<file path="config.mk">
export PLATFORM = sky130hd
export DESIGN_NAME = drive_run_command_select
export DESIGN_NICKNAME = d
export VERILOG_FILES = /design/src/time_tick.v /design/src/drive_run_command_select.v
export VERILOG_INCLUDE_DIRS = /design/src /design/src/pkg
export SDC_FILE = /design/constraint.sdc
export NUM_CORES = 1
export LEC_CHECK = 0
export ABC_CLOCK_PERIOD_IN_PS = 5850
export BUFFER_PORTS_ARGS = -buffer_cell sky130_fd_sc_hd__buf_2
export CORE_ASPECT_RATIO = 1.1
export CORE_UTILIZATION = 25
export DETAILED_ROUTE_END_ITERATION = 8
export GPL_TIMING_DRIVEN = 0
export SYNTH_ARGS = -nofsm -noshare
export SYNTH_HDL_FRONTEND = slang
export SYNTH_SLANG_ARGS = --single-unit
</file>
<file path="constraint.sdc">
create_clock -name mclk -period 5.85 [get_ports mclk]
set_clock_uncertainty 0.1 [all_clocks]
set_input_delay 0.8775 -clock mclk [delete_from_list [all_inputs] [get_ports mclk]]
set_output_delay 0.8775 -clock mclk [all_outputs]
set_load 0.03 [all_outputs]
</file>
<file path="src/pkg/drive_cmd_map.vh">
`ifndef DRIVE_CMD_MAP_VH
`define DRIVE_CMD_MAP_VH
// Function
// (RULE1) One command source: panel, terminals, or serial
// (RULE2) Panel run key starts, stop key stops
// (RULE3) Two-wire: single switch sets direction, else stop
// (RULE4) Three-wire: stop permit low stops at once
// (RULE5) Three-wire buttons act on edge, latest wins
// (RULE6) Terminal functions found through assignment codes
// (RULE7) Nonzero comm timeout stops drive on silence
// (RULE8) Serial slave takes commands, reports state
// (RULE9) Start mode: direct or speed tracking
// (RULE10) Tracking start waits for motor speed match
// (RULE11) Stop mode: decelerate or coast
// (RULE12) Zero timed stop duration disables timed stop
// (RULE13) Timed stop when running time reaches duration
// (RULE14) Panel jog while key held, release decelerates
// (RULE15) Direction invert reverses panel run and jog
// (RULE16) Reverse only allowed when inhibit is zero
// (RULE17) Terminal jog button toggles jog, stop decelerates
// (RULE18) Main reference offers ten modes
// (RULE19) Main, auxiliary, switch or sum form target
// (RULE20) Unselected sources ignored, source change applies next

// Command source codes
`define SRC_PANEL    2'h0
`define SRC_TERMINAL 2'h1
`define SRC_COMM     2'h2

// Switch signal modes
`define SW_TWO_WIRE   1'h0
`define SW_THREE_WIRE 1'h1

// Input terminal function codes
`define FN_WIDTH      4
`define FN_FORWARD    4'h1
`define FN_REVERSE    4'h2
`define FN_STOP_PERMIT 4'h3
`define FN_FWD_JOG    4'h4
`define FN_REV_JOG    4'h5
`define FN_FREQ_SWAP  4'h6

// Serial command codes
`define CC_FWD_RUN    3'h1
`define CC_REV_RUN    3'h2
`define CC_FWD_JOG    3'h3
`define CC_REV_JOG    3'h4
`define CC_DECEL_STOP 3'h5
`define CC_COAST_STOP 3'h6

// Start and stop modes
`define START_DIRECT  1'h0
`define START_TRACK   1'h1
`define STOP_DECEL    1'h0
`define STOP_COAST    1'h1
`define TIMED_STOP_ON 1'h1
`define REV_ALLOWED   1'h0

// Reference selection
`define REF_MODES     4'hA
`define REF_DEFAULT   4'h0
`define COMB_MAIN     2'h0
`define COMB_AUX      2'h1
`define COMB_SUM      2'h2
`define COMB_SWITCH   2'h3

// Source indicator codes
`define IND_OFF   2'h0
`define IND_ON    2'h1
`define IND_BLINK 2'h2

// Timing
`define MCLK_HZ        40000000
`define TICK_PERIOD_MS 100
`define TICKS_PER_MIN  600
`endif

</file>
<file path="src/time_tick.v">
`include "drive_cmd_map.vh"

module time_tick #(
  parameter TICK_CYCLES = `MCLK_HZ / 1000 * `TICK_PERIOD_MS
) (
  input  wire mclk,    // System clock
  input  wire reset_n, // Async reset, active low
  output reg  tick,    // Pulse each tick period
  output reg  blink    // Toggles each tick
);

  localparam CW = 32;

  reg [CW-1:0] count;

  always @(posedge mclk or negedge reset_n) begin
    if (!reset_n) begin
      count <= {CW{1'b0}};
      tick  <= 1'b0;
      blink <= 1'b0;
    end else if (count == TICK_CYCLES[CW-1:0] - 32'h1) begin
      count <= {CW{1'b0}};
      tick  <= 1'b1;
      blink <= ~blink;
    end else begin
      count <= count + 32'h1;
      tick  <= 1'b0;
    end
  end

endmodule

</file>
<file path="src/drive_run_command_select.v">
`include "drive_cmd_map.vh"

module drive_run_command_select #(
  parameter TICK_CYCLES = `MCLK_HZ / 1000 * `TICK_PERIOD_MS,
  parameter TERMS       = 5,
  parameter FW          = 16
) (
  input  wire               mclk,                  // Clock
  input  wire               reset_n,               // Async reset, active low
  input  wire [1:0]         command_source_select, // Command source
  input  wire               switch_signal_mode,    // Two- or three-wire
  input  wire [TERMS*4-1:0] input_function_assign, // Code per terminal
  input  wire [TERMS-1:0]   logic_input_terminal,  // Terminal levels
  input  wire               panel_run_key,         // Run key level
  input  wire               panel_stop_key,        // Stop key level
  input  wire               multifunction_key_hold,// Jog key level
  input  wire               comm_cmd_valid,        // Command strobe
  input  wire [2:0]         comm_cmd,              // Command code
  input  wire               comm_frame_ok,         // Good frame for us
  input  wire [7:0]         comm_timeout_setting,  // Ticks, 0 off
  input  wire               start_mode_select,     // Direct or tracking
  input  wire               dc_brake_enable,       // Brake before direct start
  input  wire               dc_brake_done,         // Brake time over
  input  wire               speed_matched,         // Motor speed found
  input  wire               stop_mode_select,      // Decelerate or coast
  input  wire               output_freq_zero,      // Ramp reached zero
  input  wire [15:0]        timed_stop_duration,   // Minutes, 0 off
  input  wire               timed_stop_enable,     // Timed stop on
  input  wire               direction_invert,      // Invert panel dir
  input  wire               reverse_inhibit,       // Reverse forbidden
  input  wire [3:0]         main_ref_source_select,// Main mode
  input  wire [1:0]         ref_combine_select,    // Target formula
  input  wire [FW-1:0]      main_freq,             // Main frequency
  input  wire [FW-1:0]      aux_freq,              // Aux frequency
  output reg                drive_output_enable,   // Output on
  output reg                run_forward,           // Running forward
  output reg                run_reverse,           // Running reverse
  output reg                jog_active,            // Jog running
  output reg                dc_brake_active,       // DC brake phase
  output reg                speed_track_active,    // Tracking phase
  output reg                decel_active,          // Decelerating
  output reg                run_indicator,         // Run lamp
  output reg  [1:0]         source_indicator,      // Off, on or blink
  output reg                source_lamp,           // Source lamp
  output reg                comm_timeout_flag,     // Silence stop
  output reg                timed_stop_flag,       // Timed stop fired
  output reg                reverse_blocked,       // Reverse refused
  output reg  [3:0]         main_ref_channel,      // Active main mode
  output reg                aux_selected,          // Target is aux alone
  output reg  [FW-1:0]      target_freq            // Target frequency
);

  localparam ST_STOP  = 3'h0;
  localparam ST_DCB   = 3'h1;
  localparam ST_TRACK = 3'h2;
  localparam ST_RUN   = 3'h3;
  localparam ST_DECEL = 3'h4;

  // OR of all terminals carrying the given function
  function term_fn;
    input [TERMS*4-1:0] assign_codes;
    input [TERMS-1:0]   levels;
    input [3:0]         fn;
    integer i;
    begin
      term_fn = 1'b0;
      for (i = 0; i < TERMS; i = i + 1)
        if (assign_codes[i*4 +: 4] == fn && levels[i])
          term_fn = 1'b1;
    end
  endfunction

  wire tick;
  wire blink;

  time_tick #(.TICK_CYCLES(TICK_CYCLES)) u_tick (
    .mclk    (mclk),
    .reset_n (reset_n),
    .tick    (tick),
    .blink   (blink)
  );

  wire t_fwd    = term_fn(input_function_assign, logic_input_terminal, `FN_FORWARD); // [RULE6]
  wire t_rev    = term_fn(input_function_assign, logic_input_terminal, `FN_REVERSE);
  wire t_permit = term_fn(input_function_assign, logic_input_terminal, `FN_STOP_PERMIT);
  wire t_forward_jog_button   = term_fn(input_function_assign, logic_input_terminal, `FN_FWD_JOG);
  wire t_reverse_jog_button   = term_fn(input_function_assign, logic_input_terminal, `FN_REV_JOG);
  wire t_swap   = term_fn(input_function_assign, logic_input_terminal, `FN_FREQ_SWAP);

  reg        prev_run_key;
  reg        prev_stop_key;
  reg        prev_fwd;
  reg        prev_rev;
  reg        prev_forward_jog_button;
  reg        prev_reverse_jog_button;
  reg [1:0]  prev_source;
  reg        panel_run;
  reg        tw3_run;
  reg        tw3_dir;
  reg        tjog_run;
  reg        tjog_dir;
  reg        comm_run;
  reg        comm_dir;
  reg        comm_jog;
  reg        comm_coast;
  reg        halt;
  reg [2:0]  state;
  reg        cur_dir;
  reg        cur_jog;
  reg [7:0]  silence;
  reg [9:0]  min_ticks;
  reg [15:0] run_minutes;

  wire is_panel = (command_source_select == `SRC_PANEL);
  wire is_term  = (command_source_select == `SRC_TERMINAL);
  wire is_comm  = (command_source_select == `SRC_COMM);
  wire src_chg  = (command_source_select != prev_source);
  wire stopped  = (state == ST_STOP);

  wire run_press  = panel_run_key & ~prev_run_key;
  wire stop_press = panel_stop_key & ~prev_stop_key;
  wire fwd_press  = t_fwd & ~prev_fwd;
  wire rev_press  = t_rev & ~prev_rev;
  wire forward_jog_button_press = t_forward_jog_button & ~prev_forward_jog_button;
  wire reverse_jog_button_press = t_reverse_jog_button & ~prev_reverse_jog_button;

  // Auto stops
  wire comm_expire = is_comm && comm_timeout_setting != 8'h0 &&
                     silence >= comm_timeout_setting && !stopped;                // [RULE7]
  wire timed_on    = timed_stop_enable == `TIMED_STOP_ON &&
                     timed_stop_duration != 16'h0;                                // [RULE12]
  wire timed_expire = timed_on && run_minutes >= timed_stop_duration && !stopped; // [RULE13]
  wire force_stop  = comm_expire | timed_expire;

  reg raw_run;
  reg raw_dir;
  reg raw_jog;
  reg raw_coast;

  // Only the selected source is heard
  always @* begin
    raw_run   = 1'b0;
    raw_dir   = 1'b0;
    raw_jog   = 1'b0;
    raw_coast = 1'b0;
    case (command_source_select)                                       // [RULE1] [RULE20]
      `SRC_PANEL: begin
        if (panel_run) begin
          raw_run = 1'b1;                                               // [RULE2]
          raw_dir = direction_invert;                                   // [RULE15]
        end else if (multifunction_key_hold && (stopped || cur_jog)) begin
          raw_run = 1'b1;                                               // [RULE14]
          raw_jog = 1'b1;
          raw_dir = direction_invert;                                   // [RULE15]
        end
        // Jog release always ramps down
        raw_coast = ~panel_run & stop_mode_select & ~multifunction_key_hold;
      end
      `SRC_TERMINAL: begin
        if (tjog_run) begin
          raw_run = 1'b1;                                               // [RULE17]
          raw_jog = 1'b1;
          raw_dir = tjog_dir;
        end else if (switch_signal_mode == `SW_TWO_WIRE) begin
          raw_run = t_fwd ^ t_rev;                                      // [RULE3]
          raw_dir = t_rev & ~t_fwd;
          raw_coast = stop_mode_select;
        end else begin
          raw_run = tw3_run & t_permit;                                 // [RULE4]
          raw_dir = tw3_dir;
          raw_coast = stop_mode_select;
        end
      end
      `SRC_COMM: begin
        raw_run   = comm_run;                                           // [RULE8]
        raw_dir   = comm_dir;
        raw_jog   = comm_jog;
        raw_coast = comm_coast;
      end
      default: raw_run = 1'b0;
    endcase
  end

  wire rev_refused = raw_run && raw_dir && reverse_inhibit != `REV_ALLOWED; // [RULE16]
  wire run_req     = raw_run && !rev_refused && !halt && !force_stop;
  wire coast_req   = force_stop ? (stop_mode_select == `STOP_COAST) :
                     (raw_coast && !cur_jog);                              // [RULE11]

  reg [2:0] next_state;

  always @* begin
    next_state = state;
    case (state)
      ST_STOP: begin
        if (run_req) begin
          if (start_mode_select == `START_TRACK)
            next_state = ST_TRACK;                                      // [RULE9]
          else if (dc_brake_enable)
            next_state = ST_DCB;                                        // [RULE9]
          else
            next_state = ST_RUN;
        end
      end
      ST_DCB: begin
        if (!run_req)
          next_state = ST_STOP;
        else if (dc_brake_done)
          next_state = ST_RUN;
      end
      ST_TRACK: begin
        if (!run_req)
          next_state = ST_STOP;
        else if (speed_matched)
          next_state = ST_RUN;                                          // [RULE10]
      end
      ST_RUN: begin
        if (!run_req)
          next_state = coast_req ? ST_STOP : ST_DECEL;                  // [RULE11]
      end
      ST_DECEL: begin
        if (run_req)
          next_state = ST_RUN;
        else if (output_freq_zero)
          next_state = ST_STOP;
      end
      default: next_state = ST_STOP;
    endcase
  end

  // Command latches of the sources
  always @(posedge mclk or negedge reset_n) begin
    if (!reset_n) begin
      prev_run_key  <= 1'b0;
      prev_stop_key <= 1'b0;
      prev_fwd      <= 1'b0;
      prev_rev      <= 1'b0;
      prev_forward_jog_button     <= 1'b0;
      prev_reverse_jog_button     <= 1'b0;
      prev_source   <= `SRC_PANEL;
      panel_run     <= 1'b0;
      tw3_run       <= 1'b0;
      tw3_dir       <= 1'b0;
      tjog_run      <= 1'b0;
      tjog_dir      <= 1'b0;
      comm_run      <= 1'b0;
      comm_dir      <= 1'b0;
      comm_jog      <= 1'b0;
      comm_coast    <= 1'b0;
      halt          <= 1'b0;
    end else begin
      prev_run_key  <= panel_run_key;
      prev_stop_key <= panel_stop_key;
      prev_fwd      <= t_fwd;
      prev_rev      <= t_rev;
      prev_forward_jog_button     <= t_forward_jog_button;
      prev_reverse_jog_button     <= t_reverse_jog_button;
      prev_source   <= command_source_select;
      // A source change drops every latched command
      if (src_chg || force_stop) begin                                  // [RULE20]
        panel_run <= 1'b0;
        tw3_run   <= 1'b0;
        tjog_run  <= 1'b0;
        comm_run  <= 1'b0;
        comm_jog  <= 1'b0;
      end else begin
        if (is_panel) begin
          if (stop_press)
            panel_run <= 1'b0;                                          // [RULE2]
          else if (run_press)
            panel_run <= 1'b1;                                          // [RULE2]
        end
        if (is_term && switch_signal_mode == `SW_THREE_WIRE) begin
          if (!t_permit) begin
            tw3_run <= 1'b0;                                            // [RULE4]
          end else if (rev_press) begin
            tw3_run <= 1'b1;                                            // [RULE5]
            tw3_dir <= 1'b1;
          end else if (fwd_press) begin
            tw3_run <= 1'b1;                                            // [RULE5]
            tw3_dir <= 1'b0;
          end
        end
        if (is_term) begin
          if (tjog_run && ((forward_jog_button_press && !tjog_dir) || (reverse_jog_button_press && tjog_dir))) begin
            tjog_run <= 1'b0;                                           // [RULE17]
          end else if (stopped && !tjog_run && (forward_jog_button_press || reverse_jog_button_press)) begin
            tjog_run <= 1'b1;                                           // [RULE17]
            tjog_dir <= reverse_jog_button_press & ~forward_jog_button_press;
          end
        end
        if (is_comm && comm_cmd_valid) begin                            // [RULE8]
          case (comm_cmd)
            `CC_FWD_RUN, `CC_REV_RUN, `CC_FWD_JOG, `CC_REV_JOG: begin
              comm_run <= 1'b1;
              comm_dir <= (comm_cmd == `CC_REV_RUN) || (comm_cmd == `CC_REV_JOG);
              comm_jog <= (comm_cmd == `CC_FWD_JOG) || (comm_cmd == `CC_REV_JOG);
            end
            `CC_DECEL_STOP, `CC_COAST_STOP: begin
              comm_run   <= 1'b0;
              comm_jog   <= 1'b0;
              comm_coast <= (comm_cmd == `CC_COAST_STOP);
            end
            default: comm_run <= comm_run;
          endcase
        end
      end
      // After an auto stop a level request must drop before a restart
      if (force_stop)
        halt <= 1'b1;
      else if (!raw_run)
        halt <= 1'b0;
    end
  end

  // Serial silence and running time
  always @(posedge mclk or negedge reset_n) begin
    if (!reset_n) begin
      silence           <= 8'h0;
      min_ticks         <= 10'h0;
      run_minutes       <= 16'h0;
      comm_timeout_flag <= 1'b0;
      timed_stop_flag   <= 1'b0;
    end else begin
      if (comm_frame_ok || !is_comm)
        silence <= 8'h0;
      else if (tick && silence != 8'hFF)
        silence <= silence + 8'h1;
      // The event outranks the clear in the same cycle
      if (comm_expire)
        comm_timeout_flag <= 1'b1;                                      // [RULE7]
      else if (comm_frame_ok)
        comm_timeout_flag <= 1'b0;
      if (stopped) begin
        min_ticks   <= 10'h0;
        run_minutes <= 16'h0;
      end else if (tick) begin
        if (min_ticks == `TICKS_PER_MIN - 1) begin
          min_ticks <= 10'h0;
          if (run_minutes != 16'hFFFF)
            run_minutes <= run_minutes + 16'h1;                         // [RULE13]
        end else begin
          min_ticks <= min_ticks + 10'h1;
        end
      end
      if (timed_expire)
        timed_stop_flag <= 1'b1;                                        // [RULE13]
      else if (run_req && stopped)
        timed_stop_flag <= 1'b0;
    end
  end

  reg [FW:0] sum;
  reg        use_aux;

  always @* begin
    sum     = {1'b0, main_freq} + {1'b0, aux_freq};
    use_aux = 1'b0;
    case (ref_combine_select)                                           // [RULE19]
      `COMB_MAIN:   use_aux = 1'b0;
      `COMB_AUX:    use_aux = 1'b1;
      `COMB_SWITCH: use_aux = t_swap;
      default:      use_aux = 1'b0;
    endcase
  end

  // State and registered outputs
  always @(posedge mclk or negedge reset_n) begin
    if (!reset_n) begin
      state               <= ST_STOP;
      cur_dir             <= 1'b0;
      cur_jog             <= 1'b0;
      drive_output_enable <= 1'b0;
      run_forward         <= 1'b0;
      run_reverse         <= 1'b0;
      jog_active          <= 1'b0;
      dc_brake_active     <= 1'b0;
      speed_track_active  <= 1'b0;
      decel_active        <= 1'b0;
      run_indicator       <= 1'b0;
      source_indicator    <= `IND_OFF;
      source_lamp         <= 1'b0;
      reverse_blocked     <= 1'b0;
      main_ref_channel    <= `REF_DEFAULT;
      aux_selected        <= 1'b0;
      target_freq         <= {FW{1'b0}};
    end else begin
      state <= next_state;
      if (run_req) begin
        cur_dir <= raw_dir;
        cur_jog <= raw_jog;
      end else if (next_state == ST_STOP) begin
        cur_jog <= 1'b0;
      end
      drive_output_enable <= next_state == ST_DCB || next_state == ST_RUN ||
                             next_state == ST_DECEL;                    // [RULE10]
      run_forward  <= next_state != ST_STOP && !(run_req ? raw_dir : cur_dir);
      run_reverse  <= next_state != ST_STOP && (run_req ? raw_dir : cur_dir); // [RULE16]
      jog_active   <= next_state != ST_STOP && (run_req ? raw_jog : cur_jog);
      dc_brake_active    <= next_state == ST_DCB;
      speed_track_active <= next_state == ST_TRACK;
      decel_active       <= next_state == ST_DECEL;
      run_indicator      <= next_state != ST_STOP && next_state != ST_DECEL; // [RULE2]
      reverse_blocked    <= rev_refused;                                // [RULE16]
      case (command_source_select)
        `SRC_TERMINAL: source_indicator <= `IND_ON;
        `SRC_COMM:     source_indicator <= `IND_BLINK;
        default:       source_indicator <= `IND_OFF;
      endcase
      source_lamp <= is_term | (is_comm & blink);
      if (main_ref_source_select < `REF_MODES)                          // [RULE18]
        main_ref_channel <= main_ref_source_select;
      else
        main_ref_channel <= `REF_DEFAULT;
      aux_selected <= use_aux;
      if (ref_combine_select == `COMB_SUM)                              // [RULE19]
        target_freq <= sum[FW] ? {FW{1'b1}} : sum[FW-1:0];
      else
        target_freq <= use_aux ? aux_freq : main_freq;
    end
  end

endmodule

</file>
==> metrics.md <==
| Metric | Value |
|---|---|
| CTS tree | `built` |
| Setup_tns | `0 ns` |
| Leak pwr | `about 0.0044 µW` |
| Max FO, Critical Path | `6` |
| Crit share post-route | `61.9%` |
| CP bufs+invs | `4` |
| CTS Hold Bufs | `0` |
| Worst EP arrival | `3.88 ns` |
| Net Sw Frac | `just under 30%` |
| TritonCTS buffer count | `17` |
| Power Internal | `around 1600 µW` |
| Synth async-reset ratio | `100%` |
| Worst r2r src | `run_minutes[14]$_DFFE_PN0P_` |
| Length in cells of the worst reg-to-reg path | `9` |
| Die Span Y | `about 180 µm` |
| Reg2reg end | `comm_run$_DFFE_PN0P_` |
| Status | `finished clean` |
| Ratio of cells with drive above 1 in the final layout | `20.3%` |
| Largest net degree at the start of global routing | `94` |
| Post-route ant nets | `0` |
| Min cycle time layout | `3.62 ns` |
| Root Buffer | `clkbuf_16` |
| Mean cell area of the mapped netlist | `9.26 µm²` |
| GRT Total Usage | `13.1%` |
| Total grt overflow | `0` |
| # resized after CTS | `0` |
| I/O Buffers | `roughly 140` |
| DR vias/cell | `4.81` |
| YS warnings | `0` |
| PwrDens | `251 nW/µm²` |
| Hold Fails Final Rpt | `0` |
| Starting Density | `about 25%` |
| Hpwl dp | `14500 µm` |
| Final Wtd Congestion | `between 0.8 and 0.9` |
| Library cells used by synthesis | `75` |
| Worst setup SP type | `input port` |
| Ports | `~140` |
| DIE WIDTH | `167 µm` |
| Max Cap Violations | `0` |
| Slew headroom | `a little under half` |
| #FFs+latches synth | `126` |
| Final setup viols | `0` |
| Layout overhead on the synthesized area | `23.8%` |
| Seq. cell area | `about 3200 µm²` |
| WL per Instance | `14.2 µm` |
| RSZ-0062 raised after global routing | `false` |
| Core area | `about 30000 µm²` |
| Clock latency on the worst-skew pair | `0.42 ns` |
| Worst setup endpoint | `run_reverse$_DFF_PN0_` |
| Most common cell on crit path | `inv_1` |
| Nets | `1127` |
| Worst path max stage delay | `0.54 ns` |
| Initial antenna violation count | `1` |
| First-pass detailed-route iteration total | `4` |
| Comb pwr share | `15.7%` |
| Die ar. | `30700 µm²` |
| Slew Limit Fails | `0` |
| Maximum clock insertion buffer count | `2` |
| Routed wire length | `just under 20000 µm` |
| Sw power | `697 µW` |
| Slowest CP cell | `nor4_1` |
| Clock share of power | `roughly 45%` |
| Mapped Area | `7510 µm²` |
| Crit-path cells | `buf_2 -> nor3b_1 -> and3b_1 -> nor4_1 -> inv_1 -> ha_1 -> mux2_2 -> o211ai_1 -> a22oi_4 -> a221o_2 -> inv_2 -> nand3_1 -> inv_1 -> a22o_1` |
| Crit. Startpoint | `logic_input_terminal[3]` |
| Sequential-to-total area share from yosys stat | `42.0%` |
| Worst Tran Pin Value | `0.804 ns` |
| Share of power burned in registers | `39.4%` |
| Syn nets | `966` |
| Clock-pin slew on the worst setup and hold paths | `roughly 0.070 ns` |
| Hold/Removal Path Class | `in2async` |
| Crit. End Element | `flop` |
| Vias | `6533` |
| H-Tree Depth | `4` |
| Ys flop type | `dfrtp_1` |
| CTS sink cnt | `126` |
| EDFF count, synth | `0` |
| First-pass GRT wire length | `between 30000 and 40000 µm` |
| Mapped Cells | `between 800 and 900` |
| Antenna cells | `0` |
| Worst endpoint required time | `around 6.1 ns` |
| DRC | `0` |
| Post-CTS Repair Setup Buffers | `0` |
| R2R Setup Slk | `a little under 3 ns` |
| Cell Area, Placed | `8720 µm²` |
| Stages on the worst setup path | `14` |
| Max Fclk | `around 280 MHz` |
| Post-route cell area | `9300 µm²` |
| FILL cells | `about 3200` |
| Multi-input gate area | `4060 µm²` |
| Maximum vdd ir drop | `0.169 mV` |
| Cell family with most CP delay | `simple AND/OR/NAND/NOR gates` |
| Vias in the first global route | `roughly 6600` |
| Num rows | `66` |
| Iteration-0 DRC Markers | `roughly 340` |
| Critical path class | `in2reg` |
worst min path at each step:
stage               slack (ns)  depth (start not counted)                        to                     start
global placement          0.36                          2          halt$_DFFE_PN0P_          halt$_DFFE_PN0P_
detailed placement        0.36                          1  u_tick.blink$_DFFE_PN0P_  u_tick.blink$_DFFE_PN0P_
finish                    0.24                          1      jog_active$_DFF_PN0_                   reset_n
CTS                       0.24                          1    silence[4]$_DFFE_PN0P_                   reset_n
floorplan                 0.34                          1  min_ticks[9]$_DFFE_PN0P_  min_ticks[9]$_DFFE_PN0P_
global route              0.24                          1     run_forward$_DFF_PN0_                   reset_n
cell usage after synthesis (10+ instances only):
library cell / instances / share of area, %
xor2_1: 38 / 4.4
ha_1: 45 / 7.5
inv_1: 53 / 2.6
nand3_1: 37 / 2.5
xnor2_1: 28 / 3.3
dfrtp_1: 126 / 42
nor2_1: 71 / 3.5
and3_1: 14 / 1.2
nor4_1: 13 / 1.1
nor2b_1: 15 / 1.2
o21ai_0: 35 / 2.3
nor3_1: 27 / 1.8
nand2_1: 80 / 4.0
nand4_1: 18 / 1.5
clkbuf_1: 10 / 0.50
a21oi_1: 22 / 1.5
a31oi_1: 16 / 1.3
state kept, by name, indices dropped and copies added (netlist names), 2 cells and up:
name	cells
u_tick.count	32
run_minutes	16
target_freq	16
min_ticks	10
silence	8
main_ref_channel	4
state	3
prev_source	2
source_indicator	2
routing by layer:
metal | global-route usage (%) | part of all wire, % | vias up
met1 | 16.3 | 47 | 3091
met4 | 3.19 | 0.97 | 2
met2 | 21.9 | 46 | 178
li1 | - | - | 3240
met5 | 0 | 0.067 | -
met3 | 4.09 | 5.6 | 22
stage by stage:
step	setup WS (ns)	cells	hold slack, ns	utilization [%]	power [µW]
floorplan	2.36	811	0.337	-	1160
global placement	1.81	1326	0.359	29.4	1290
detailed placement	1.82	1327	0.361	29.5	1300
CTS	2.26	1359	0.237	31.4	2370
global route	2.04	1359	0.237	31.4	2450
finish	2.23	1359	0.239	31.4	2340
power by group through the flow:
stage / sequential, µW / clock (µW) / combinational (µW)
finish: 921 / 1050 / 366
global route: 924 / 1120 / 408
CTS: 921 / 1080 / 369
detailed placement: 935 / 0 / 364
global placement: 935 / 0 / 358
floorplan: 974 / 0 / 184
placed cells by master, fill, tap and decap left out, types with 8 or more instances in the layout:
master,netlist,final
buf_2,3,143
dfrtp_1,126,126
nand2_1,80,80
nor2_1,71,71
inv_1,53,53
ha_1,45,45
xor2_1,38,38
nand3_1,37,37
o21ai_0,35,35
xnor2_1,28,28
nor3_1,27,27
a21oi_1,22,22
nand4_1,18,18
clkbuf_16,0,17
a31oi_1,16,16
nor2b_1,15,15
and3_1,14,14
nor4_1,13,13
clkbuf_1,10,10
nor3b_1,8,8
nand2b_1,8,8
a21o_1,8,8
and2_1,8,8
cell families after synthesis:
logic type / after synthesis / synth area share [%]
buffers and inverters: 73 / 3.93
xor gates and xnor gates: 66 / 7.69
and+or+nand+nor: 339 / 23.3
AOI/OAI and AO/OA: 153 / 14.3
muxes: 8 / 1.10
adders and majority gates: 46 / 7.76
DFF: 126 / 42.0
layout make-up:
class	instances	area share [%]
clock inverter	15	1.63
multi-input combinational	612	43.7
sequential	126	33.9
timing repair buffer	142	7.95
tap	374	5.03
inverter	54	2.18
buffer	19	0.996
clock buffer	17	4.58
No activity file was read; power rests on OpenSTA's default activity.
